### config.mk
export PLATFORM = sky130hd
export DESIGN_NAME = pc_card_strobe_timing
export DESIGN_NICKNAME = d
export VERILOG_FILES = /design/src/rtl/pc_card_timing_pkg.sv /design/src/rtl/pc_card_strobe_timing.sv
export SDC_FILE = /design/constraint.sdc
export NUM_CORES = 1
export LEC_CHECK = 0
export ABC_AREA = 0
export BUFFER_PORTS_ARGS = -buffer_cell sky130_fd_sc_hd__buf_2
export CAP_MARGIN = 5
export CORE_MARGIN = 1
export CORE_UTILIZATION = 49
export DETAILED_ROUTE_END_ITERATION = 10
export PLACE_DENSITY = 0.77
export RECOVER_POWER = 100
export SYNTH_ARGS = -nofsm -noshare
export SYNTH_HDL_FRONTEND = slang
export SYNTH_SLANG_ARGS = --single-unit
### constraint.sdc
create_clock -name aclk -period 2.3 [get_ports aclk]
set_input_delay 0.23 -clock aclk [delete_from_list [all_inputs] [get_ports aclk]]
set_output_delay 0.23 -clock aclk [all_outputs]
set_load 0.01 [all_outputs]
### src/rtl/pc_card_timing_pkg.sv
// package for the pc card strobe timing block: register map, field layout,
// reset values, wait code table and state encoding.
// assumes a single bus clock and a 32-bit axi4-lite register port.
`default_nettype none

package pc_card_timing_pkg;

	////////////////////////////////////////////////////////////////////////////
	// register map (byte offsets)
	localparam logic [3:0]  OFF_TIMING    = 4'h0;
	localparam logic [3:0]  OFF_WAIT2     = 4'h4;
	localparam logic [3:0]  OFF_STATUS    = 4'h8;

	localparam logic [15:0] TIMING_RESET   = 16'h0000;
	localparam logic [5:0]  WAIT2_RESET    = 6'h00;
	localparam logic [15:0] TIMING_RW_MASK = 16'hCFFF;

	// timing register fields
	localparam int A6_WAIT_MSB  = 15;
	localparam int A5_WAIT_MSB  = 14;
	localparam int RSVD_LSB     = 12;
	localparam int A5_TED_B2    = 11;
	localparam int A6_TED_LSB   = 8;
	localparam int A5_TED_B1    = 7;
	localparam int A5_TED_B0    = 6;
	localparam int A5_TEH_LSB   = 3;
	localparam int A6_TEH_LSB   = 0;

	// wait control two fields
	localparam int A5_LOW_LSB   = 0;
	localparam int A6_LOW_LSB   = 3;

	localparam logic [1:0] RESP_OKAY   = 2'h0;
	localparam logic [1:0] RESP_SLVERR = 2'h2;

	////////////////////////////////////////////////////////////////////////////
	// first-cycle wait states per four-bit code; burst states are the same,
	// except code zero which uses the burst minimum
	localparam logic [5:0] WAIT_TABLE [0:15] = '{
		6'h00, 6'h01, 6'h02, 6'h03, 6'h04, 6'h06, 6'h08, 6'h0A,
		6'h0C, 6'h0E, 6'h12, 6'h16, 6'h1A, 6'h1E, 6'h22, 6'h26
	};
	localparam logic [5:0] BURST_ZERO_CODE = 6'h02;

	////////////////////////////////////////////////////////////////////////////
	typedef enum logic [1:0] {
		SEL_TIMING = 2'h0,
		SEL_WAIT2  = 2'h1,
		SEL_STATUS = 2'h2,
		SEL_NONE   = 2'h3
	} reg_sel_e;

	typedef enum logic [1:0] {
		ST_IDLE   = 2'h0,
		ST_SETUP  = 2'h1,
		ST_STROBE = 2'h3,
		ST_HOLD   = 2'h2
	} fsm_state_e;

	typedef struct packed {
		logic       area6;
		logic       write;
		logic [1:0] extra_beats;
	} acc_req_s;

	typedef struct packed {
		logic [3:0] code;
		logic [2:0] ted;
		logic [2:0] teh;
	} timing_s;

endpackage

`default_nettype wire
### src/rtl/pc_card_strobe_timing.sv
// pc card strobe timing engine for areas 5 and 6 with its register file.
// assumes one 20 MHz bus clock, synchronous active-low reset, axi4-lite
// master on the register port and an access requester on the user side.
`timescale 1ns/1ps
`default_nettype none

module pc_card_strobe_timing #(
	parameter int ADDR_W = 4
) (
	// clock and reset
	input  wire logic                        aclk,
	input  wire logic                        aresetn,
	// axi4-lite write
	input  wire logic                        awvalid,
	output logic                             awready,
	input  wire logic [ADDR_W-1:0]           awaddr,
	input  wire logic                        wvalid,
	output logic                             wready,
	input  wire logic [31:0]                 wdata,
	input  wire logic [3:0]                  wstrb,
	output logic                             bvalid,
	input  wire logic                        bready,
	output logic [1:0]                       bresp,
	// axi4-lite read
	input  wire logic                        arvalid,
	output logic                             arready,
	input  wire logic [ADDR_W-1:0]           araddr,
	output logic                             rvalid,
	input  wire logic                        rready,
	output logic [31:0]                      rdata,
	output logic [1:0]                       rresp,
	// access requests
	input  wire logic                        acc_valid,
	output logic                             acc_ready,
	input  wire pc_card_timing_pkg::acc_req_s acc,
	output logic                             beat_done,
	// pc card side
	input  wire logic                        card_wait_n,
	output logic                             card_addr_en,
	output logic                             card_area6,
	output logic                             card_oe_n,
	output logic                             card_we_n
);

	function automatic pc_card_timing_pkg::reg_sel_e decode(input logic [ADDR_W-1:0] a);
		logic [3:0] w;
		w = 4'(a);
		// bits above the map never alias onto a register; bits 1:0 are ignored
		if ((a >> 4) != '0)
			decode = pc_card_timing_pkg::SEL_NONE;
		else if (w[3:2] == pc_card_timing_pkg::OFF_TIMING[3:2])
			decode = pc_card_timing_pkg::SEL_TIMING;
		else if (w[3:2] == pc_card_timing_pkg::OFF_WAIT2[3:2])
			decode = pc_card_timing_pkg::SEL_WAIT2;
		else if (w[3:2] == pc_card_timing_pkg::OFF_STATUS[3:2])
			decode = pc_card_timing_pkg::SEL_STATUS;
		else
			decode = pc_card_timing_pkg::SEL_NONE;
	endfunction

	function automatic logic [5:0] waits_of(input logic [3:0] code);
		waits_of = pc_card_timing_pkg::WAIT_TABLE[code];
	endfunction

	////////////////////////////////////////////////////////////////////////////
	// axi write channel: address and data taken in either order
	logic                   aw_held, next_aw_held, w_held, next_w_held;
	logic [ADDR_W-1:0]      wr_addr, awaddr_q;
	logic [31:0]            wr_data, wdata_q;
	logic [3:0]             wr_strb, wstrb_q;
	logic                   wr_fire;
	logic                   next_bvalid, next_awready, next_wready;
	logic [1:0]             next_bresp;

	always_comb begin
		next_aw_held = aw_held;
		wr_addr      = awaddr_q;
		next_w_held  = w_held;
		wr_data      = wdata_q;
		wr_strb      = wstrb_q;
		next_bvalid  = bvalid;
		next_bresp   = bresp;
		if (awvalid && awready) begin
			next_aw_held = 1'b1;
			wr_addr      = awaddr;
		end
		if (wvalid && wready) begin
			next_w_held = 1'b1;
			wr_data     = wdata;
			wr_strb     = wstrb;
		end
		if (bvalid && bready)
			next_bvalid = 1'b0;
		wr_fire = next_aw_held && next_w_held && !bvalid;
		if (wr_fire) begin
			next_aw_held = 1'b0;
			next_w_held  = 1'b0;
			next_bvalid  = 1'b1;
			next_bresp   = (decode(wr_addr) == pc_card_timing_pkg::SEL_NONE)
				? pc_card_timing_pkg::RESP_SLVERR : pc_card_timing_pkg::RESP_OKAY;
		end
		next_awready = !next_aw_held && !next_bvalid;
		next_wready  = !next_w_held && !next_bvalid;
	end

	always_ff @(posedge aclk) begin
		if (!aresetn) begin
			aw_held  <= 1'b0;
			w_held   <= 1'b0;
			awaddr_q <= '0;
			wdata_q  <= 32'h00000000;
			wstrb_q  <= 4'h0;
			bvalid   <= 1'b0;
			bresp    <= 2'h0;
			awready  <= 1'b1;
			wready   <= 1'b1;
		end else begin
			aw_held  <= next_aw_held;
			w_held   <= next_w_held;
			awaddr_q <= wr_addr;
			wdata_q  <= wr_data;
			wstrb_q  <= wr_strb;
			bvalid   <= next_bvalid;
			bresp    <= next_bresp;
			awready  <= next_awready;
			wready   <= next_wready;
		end
	end

	////////////////////////////////////////////////////////////////////////////
	// register file
	logic [15:0] pc_card_strobe_timing, next_pc_card_strobe_timing;
	logic [5:0]  wait2, next_wait2;

	always_comb begin
		next_pc_card_strobe_timing = pc_card_strobe_timing;
		next_wait2                 = wait2;
		if (wr_fire) begin
			unique case (decode(wr_addr))
				pc_card_timing_pkg::SEL_TIMING: begin
					if (wr_strb[0])
						next_pc_card_strobe_timing[7:0] = wr_data[7:0];
					if (wr_strb[1])
						next_pc_card_strobe_timing[15:8] = wr_data[15:8];
					next_pc_card_strobe_timing = next_pc_card_strobe_timing
						& pc_card_timing_pkg::TIMING_RW_MASK;
				end
				pc_card_timing_pkg::SEL_WAIT2: begin
					if (wr_strb[0])
						next_wait2 = wr_data[5:0];
				end
				pc_card_timing_pkg::SEL_STATUS: ;
				pc_card_timing_pkg::SEL_NONE: ;
			endcase
		end
	end

	always_ff @(posedge aclk) begin
		if (!aresetn) begin
			pc_card_strobe_timing <= pc_card_timing_pkg::TIMING_RESET;
			wait2                 <= pc_card_timing_pkg::WAIT2_RESET;
		end else begin
			pc_card_strobe_timing <= next_pc_card_strobe_timing;
			wait2                 <= next_wait2;
		end
	end

	////////////////////////////////////////////////////////////////////////////
	// axi read channel, answered one cycle after the address is taken
	pc_card_timing_pkg::fsm_state_e state, next_state;
	pc_card_timing_pkg::acc_req_s   req, next_req;
	logic                           next_rvalid, next_arready;
	logic [31:0]                    next_rdata;
	logic [1:0]                     next_rresp;

	always_comb begin
		next_rvalid  = rvalid;
		next_rdata   = rdata;
		next_rresp   = rresp;
		if (rvalid && rready)
			next_rvalid = 1'b0;
		if (arvalid && arready) begin
			next_rvalid = 1'b1;
			next_rresp  = pc_card_timing_pkg::RESP_OKAY;
			unique case (decode(araddr))
				pc_card_timing_pkg::SEL_TIMING:
					next_rdata = {16'h0000, pc_card_strobe_timing};
				pc_card_timing_pkg::SEL_WAIT2:  next_rdata = {26'h0000000, wait2};
				pc_card_timing_pkg::SEL_STATUS:
					next_rdata = {27'h0000000, req.area6, state, 1'b0, card_addr_en};
				pc_card_timing_pkg::SEL_NONE: begin
					next_rdata = 32'h00000000;
					next_rresp = pc_card_timing_pkg::RESP_SLVERR;
				end
			endcase
		end
		next_arready = !next_rvalid;
	end

	always_ff @(posedge aclk) begin
		if (!aresetn) begin
			rvalid  <= 1'b0;
			rdata   <= 32'h00000000;
			rresp   <= 2'h0;
			arready <= 1'b1;
		end else begin
			rvalid  <= next_rvalid;
			rdata   <= next_rdata;
			rresp   <= next_rresp;
			arready <= next_arready;
		end
	end

	////////////////////////////////////////////////////////////////////////////
	// access sequencer; timing is latched at the start so that register
	// writes during an access only affect the next one
	pc_card_timing_pkg::timing_s tim, next_tim, sel_tim;
	logic [5:0] cnt, next_cnt;
	logic [1:0] beats, next_beats;
	logic       strobe_cmd, next_strobe_cmd;
	logic       next_addr_en, next_beat_done, next_acc_ready;
	logic       first_beat, wait_on;

	always_comb begin
		if (acc.area6) begin
			sel_tim.code = {pc_card_strobe_timing[pc_card_timing_pkg::A6_WAIT_MSB],
				wait2[pc_card_timing_pkg::A6_LOW_LSB +: 3]};
			sel_tim.ted  = pc_card_strobe_timing[pc_card_timing_pkg::A6_TED_LSB +: 3];
			sel_tim.teh  = pc_card_strobe_timing[pc_card_timing_pkg::A6_TEH_LSB +: 3];
		end else begin
			sel_tim.code = {pc_card_strobe_timing[pc_card_timing_pkg::A5_WAIT_MSB],
				wait2[pc_card_timing_pkg::A5_LOW_LSB +: 3]};
			sel_tim.ted  = {pc_card_strobe_timing[pc_card_timing_pkg::A5_TED_B2],
				pc_card_strobe_timing[pc_card_timing_pkg::A5_TED_B1],
				pc_card_strobe_timing[pc_card_timing_pkg::A5_TED_B0]};
			sel_tim.teh  = pc_card_strobe_timing[pc_card_timing_pkg::A5_TEH_LSB +: 3];
		end
		first_beat      = (beats == req.extra_beats);
		// the wait pin is ignored while programmed waits remain and in a zero-wait first datum
		wait_on         = !card_wait_n && !(first_beat && tim.code == 4'h0);
		next_state      = state;
		next_req        = req;
		next_tim        = tim;
		next_cnt        = cnt;
		next_beats      = beats;
		next_strobe_cmd = strobe_cmd;
		next_addr_en    = card_addr_en;
		next_beat_done  = 1'b0;
		unique case (state)
			pc_card_timing_pkg::ST_IDLE: begin
				if (acc_valid && acc_ready) begin
					next_req     = acc;
					next_tim     = sel_tim;
					next_beats   = acc.extra_beats;
					next_addr_en = 1'b1;
					if (sel_tim.ted == 3'h0) begin
						next_strobe_cmd = 1'b1;
						next_cnt        = waits_of(sel_tim.code);
						next_state      = pc_card_timing_pkg::ST_STROBE;
					end else begin
						next_cnt   = {3'h0, sel_tim.ted} - 6'h01;
						next_state = pc_card_timing_pkg::ST_SETUP;
					end
				end
			end
			pc_card_timing_pkg::ST_SETUP: begin
				if (cnt == 6'h00) begin
					next_strobe_cmd = 1'b1;
					next_cnt        = waits_of(tim.code);
					next_state      = pc_card_timing_pkg::ST_STROBE;
				end else
					next_cnt = cnt - 6'h01;
			end
			pc_card_timing_pkg::ST_STROBE: begin
				if (cnt != 6'h00)
					next_cnt = cnt - 6'h01;
				else if (!wait_on) begin
					next_beat_done = 1'b1;
					if (beats != 2'h0) begin
						next_beats = beats - 2'h1;
						next_cnt   = ((tim.code == 4'h0) ? pc_card_timing_pkg::BURST_ZERO_CODE
							: waits_of(tim.code) + 6'h01) - 6'h01;
					end else begin
						next_strobe_cmd = 1'b0;
						next_cnt        = {3'h0, tim.teh};
						next_state      = pc_card_timing_pkg::ST_HOLD;
					end
				end
			end
			pc_card_timing_pkg::ST_HOLD: begin
				if (cnt == 6'h00) begin
					next_addr_en = 1'b0;
					next_state   = pc_card_timing_pkg::ST_IDLE;
				end else
					next_cnt = cnt - 6'h01;
			end
		endcase
		next_acc_ready = (next_state == pc_card_timing_pkg::ST_IDLE);
	end

	always_ff @(posedge aclk) begin
		if (!aresetn) begin
			state        <= pc_card_timing_pkg::ST_IDLE;
			req          <= '0;
			tim          <= '0;
			cnt          <= 6'h00;
			beats        <= 2'h0;
			strobe_cmd   <= 1'b0;
			card_addr_en <= 1'b0;
			beat_done    <= 1'b0;
			acc_ready    <= 1'b1;
		end else begin
			state        <= next_state;
			req          <= next_req;
			tim          <= next_tim;
			cnt          <= next_cnt;
			beats        <= next_beats;
			strobe_cmd   <= next_strobe_cmd;
			card_addr_en <= next_addr_en;
			beat_done    <= next_beat_done;
			acc_ready    <= next_acc_ready;
		end
	end

	assign card_area6 = req.area6;

	////////////////////////////////////////////////////////////////////////////
	// strobes launched on the falling edge give the half-cycle offsets
	logic next_oe_n, next_we_n;

	always_comb begin
		next_oe_n = !(strobe_cmd && !req.write);
		next_we_n = !(strobe_cmd && req.write);
	end

	always_ff @(negedge aclk) begin
		if (!aresetn) begin
			card_oe_n <= 1'b1;
			card_we_n <= 1'b1;
		end else begin
			card_oe_n <= next_oe_n;
			card_we_n <= next_we_n;
		end
	end

	////////////////////////////////////////////////////////////////////////////
	// checks
	logic [7:0] since_addr, since_on, since_off;
	logic [7:0] next_since_addr, next_since_on, next_since_off;

	always_comb begin
		next_since_addr = card_addr_en ? since_addr + 8'h01 : 8'h00;
		next_since_on   = strobe_cmd ? since_on + 8'h01 : 8'h00;
		next_since_off  = (state == pc_card_timing_pkg::ST_HOLD) ? since_off + 8'h01 : 8'h00;
	end

	always_ff @(posedge aclk) begin
		if (!aresetn) begin
			since_addr <= 8'h00;
			since_on   <= 8'h00;
			since_off  <= 8'h00;
		end else begin
			since_addr <= next_since_addr;
			since_on   <= next_since_on;
			since_off  <= next_since_off;
		end
	end
endmodule

`default_nettype wire

# Word-level counts from Yosys, hierarchy flattened
# Memories as Yosys holds them, arrays and structs flattened.
# Cells that the tools add are included.
[totals]
n_memories = 2
out_inout_bits = 47
reg_bits = 112
romBits = 192
input_bits = 57
[mem_list]
columns = ["memory", "depth", "width", "read_ports", "rd_ports_with_merged_regs", "write_ports", "line_no", "source"]
rows = [
  ["(no name shown)", 16, 6, 1, 0, 0, "pc_card_strobe_timing.sv:62", "waits_of = pc_card_timing_pkg::WAIT_TABLE[code];"],
  ["(no name shown)", 16, 6, 1, 0, 0, "pc_card_strobe_timing.sv:62", ""],
]
[op_classes]
eq_ne = 23
n_addsub = 5
bitwise_logic = 4
reduce_logical = 47
mux = 60
magnitude_cmp = 2
[ops]
columns = ["cell", "count"]
rows = [
  ["one-hot mux 32 bit (4 select lines)", 1],
  ["two-way mux 6 bit", 12],
  ["two-way mux 2 bit", 20],
  ["one-hot mux 6 bit (4 select lines)", 1],
  ["two-way mux 1 bit", 19],
  ["!= test 2 bit (second input constant)", 9],
  ["two-way mux 16 bit", 1],
  ["AND reduction 3 bit", 5],
  ["equality test 2 bit (second input constant)", 7],
  ["logical AND 1 bit", 14],
  ["logical NOT 2 bit", 6],
  ["subtractor 6 x 1 -> 6 bit (second input constant)", 2],
  ["equality test 2 x 1 -> 1 bit (second input constant)", 5],
  ["greater-or-equal comparator 5 bit (second input constant)", 2],
  ["logical NOT 1 bit", 10],
  ["two-way mux 10 bit", 1],
  ["NOT 4 -> 5 bit", 2],
  ["one-hot mux 2 bit (4 select lines)", 1],
  ["AND reduction 7 bit", 1],
  ["adder 6 x 1 -> 6 bit (second input constant)", 1],
  ["logical NOT 6 bit", 1],
  ["nonzero test 2 bit", 3],
  ["nonzero test 6 bit", 1],
  ["AND reduction 5 bit", 1],
  ["14 further kinds", 15],
]

# Longest topological paths before layout
[depth]
depth_word = 11
depth_mapped = 12

==> results.md <==
- Post-synthesis sequential area ratio: 0.395
- Power, Total: around 5.4 mW
- Cells after Synth: 535
- Yosys top cell area share: 0.395
- Status: finished, final reports clean
- CTS Hold Bufs: 0
- EDFF count, synth: 0
- First-pass GRT wire length: 17.1 mm
- Total Routed Length: 10.5 mm
- Cell Chain, Critical Path: clkbuf_1
- Yosys Warn Count: 0
- Ports: 104
- Hold violation count in the final report: 0
- Starting Density: 0.509
- CP Max Fanout: 1
- Skew final: 0.0353 ns
- Clock-pin slew on the worst setup and hold paths: 0.08 ns
- DRC: 0
- Layout area overhead: 12.7%
- Lkg Pwr: 2.09 nW
- Hold Path Sink: req[0]
- Synthesized area: 4460 um2
- Top cells by area, synth: dfxtp_1 (39%), mux2i_1 (7.9%), nor2_1 (6.7%)
- Core ar.: 8760 um2
- Routed Antenna Nets: 0
- Die Wd: 97.4 um
- Filler cells: 798
- Clk_lat worst skew: ~0.4 ns
- Cells on Worst Hold Path: 3
- Sink Count: roughly 90
- Rows: 34
- Max-Cap Viols: 0
- Final setup TNS: 0 ns
- WP data required: 2.07 ns
- Final Max Tran Viols: 0
- Yosys top cell by area: dfxtp_1
- Starting DRT DRC Count: 184
- Layout cells sized above 1: 0.154
- Avg Cell Area, Syn: ~8.3 um2
- Vias in the first global route: approximately 3600
- Critical path type: reg2out
- Capturing point of the worst reg2reg path: beats[0]
- Arr. time, crit path: 1.98 ns
- Primary FF master, synth: dfxtp_1
- Synth Register Bits: 88
- Final nets: 665
- Min-delay worst type: in2reg
- Via count: 3999
- CTS tree: done
- Yosys cell types: 57
- Design Area, Final: 5030 um2
- Slew margin rel.: 0.285
- Crit-path slowest cell: dfxtp_1
- CP peak stage delay: 0.30 ns
- FF-to-FF path depth: 7
- Power per Cell Area: roughly 1100 nW/um2
- Finished Layout Cells: 711
- Total track usage: 0.221
- Post-DR wirelength/cell: 14.7 um
- Initial antenna violation count: 0
- Htree depth: 3
- DIE HEIGHT: 97.4 um
- First-pass detailed-route iteration total: 6
- Worst-Margin Slew: 1.07 ns
- Gpl congestion: 0.871
- Worst vdd ir: just under 0.5 mV
- CP top delay family: flip-flops
- Die Footprint: approximately 9500 um2
- Critical path launch point type: flip-flop
- Cell Area, Placed: ~4900 um2
- Setup ws final: 0.0878 ns
- R2r setup slk: 0.13 ns
- Largest net degree at the start of global routing: between 40 and 50
- Crit end category: output pin
- Clock buffer depth: 2
- Clk root buf: clkbuf_8
- Setup Viol. Count Final: 0
- GR Overflow Total: 0
- CTS buffer count: 9
- Pre-CTS setup slack: -0.0316 ns
- Unrepaired setup endpoints after global routing: no
- Min-delay src: acc[0]
- Reg-to-Reg Start: cnt[0]
- Number of antenna cells inserted: 0
- Placed cells: 692
- Fraction of registers with async set/reset: 0
- HPWL reported at the end of detailed placement: 7.77 mm
- Vias per Instance: 5.62
- Number of I/O port buffers: around 60
- Crit path buf inv count: 1
==> sequential cells by signal, indices dropped and copies added, names as in the netlist, 2 cells and up <==
| signal | count |
|---|---|
| rdata | 14 |
| wdata_q | 14 |
| beats | 2 |
| pc_card_strobe_timing | 14 |
| cnt | 6 |
| state | 2 |
| wstrb_q | 2 |
| wait2 | 6 |
| tim | 7 |
| awaddr_q | 2 |
| req | 3 |
==> cell type report <==
type | instances | area, um2 | area share
Timing Repair Buffer | 83 | 439 | 0.0873
Clock inverter | 9 | 68.8 | 0.0137
Sequential cell | 88 | 1760 | 0.351
Clock buffer | 9 | 124 | 0.0246
Multi-Input combinational cell | 398 | 2440 | 0.485
Tap cell | 108 | 135 | 0.0269
Inverter | 16 | 60.1 | 0.0119
==> worst max-delay path by stage <==
| stage | from | to | slack (ns) | depth (start not counted) |
|---|---|---|---|---|
| 3_5_place_dp | tim[7] | cnt[4] | -0.03 | 10 |
| 2_1_floorplan | tim[7] | cnt[4] | 0.02 | 11 |
| 6_report | card_we_n | card_we_n | 0.09 | 1 |
| 4_1_cts | tim[7] | cnt[4] | 0.02 | 10 |
| 3_3_place_gp | tim[7] | cnt[4] | 0.05 | 10 |
| 5_1_grt | tim[7] | cnt[5] | 0.02 | 10 |
==> repair_timing <==
action	CTS	global route
endpoints found under the setup margin	1	3
pin swaps	0	3
resized for setup	1	11
setup buffers	0	2
==> report_power, final <==
part / internal (mW) / leakage [nW] / total [mW] / switching [mW]
logic: 0.949 / 1.25 / 2.36 / 1.41
clock network: 0.455 / 0.114 / 1.03 / 0.573
registers: 1.77 / 0.720 / 2.00 / 0.227
==> cells in the mapped netlist (all sizes together), types with 2 or more instances <==
library cell and instances:
dfxtp 88, nor2 82, nand2 42, mux2i 36, buf 32, a21oi 30
a211oi 28, nor3 23, o21ai 22, clkbuf 19, inv 17, nand3 13
a31oi 10, ha 10, a22oi 9, nor2b 9, nand2b 6, or3 6
mux2 5, o22ai 4, or2 4, xnor2 4, xor2 4, a31o 3
and2 3, and3 3, nor4 3, o31ai 3, a32oi 2, o2111ai 2
o211ai 2, o21bai 2
==> metrics by stage <==
step | hold WS (ns) | utilization
after floorplan | 0.325 | -
after global placement | 0.439 | 0.555
after detailed placement | 0.452 | 0.555
after CTS | 0.107 | 0.576
after global routing | 0.127 | 0.574
final | 0.118 | 0.574
==> routing by layer <==
layer / up-vias / wire, um / part of all wire / global-route usage
li1: 1968 / - / - / -
met1: 1877 / 4700 / 0.45 / 0.291
met2: 139 / 4980 / 0.47 / 0.368
met3: 15 / 660 / 0.063 / 0.0410
met4: 0 / 142 / 0.014 / 0.0690
met5: - / 0 / 0 / 0
==> cell usage in the layout, fill, tap and decap left out, types with 16 or more instances in the layout <==
cell,n
a21oi_1,30
buf_4,19
mux2i_1,36
nand2_1,42
dfxtp_1,86
conb_1,20
buf_2,31
clkbuf_1,31
a211oi_1,26
nor2_1,79
inv_1,16
nor3_1,21
==> logic make-up after synthesis <==
family                   synth area share
AND/OR/NAND/NOR                     0.208
AO/OA/AOI/OAI                       0.176
flip-flops                          0.395
multiplexers                       0.0987
adder cells (fa/ha/maj)            0.0280
other                            0.000840
XOR/XNOR                           0.0157
buffers and inverters              0.0782
No activity file was read; power rests on OpenSTA's default activity.
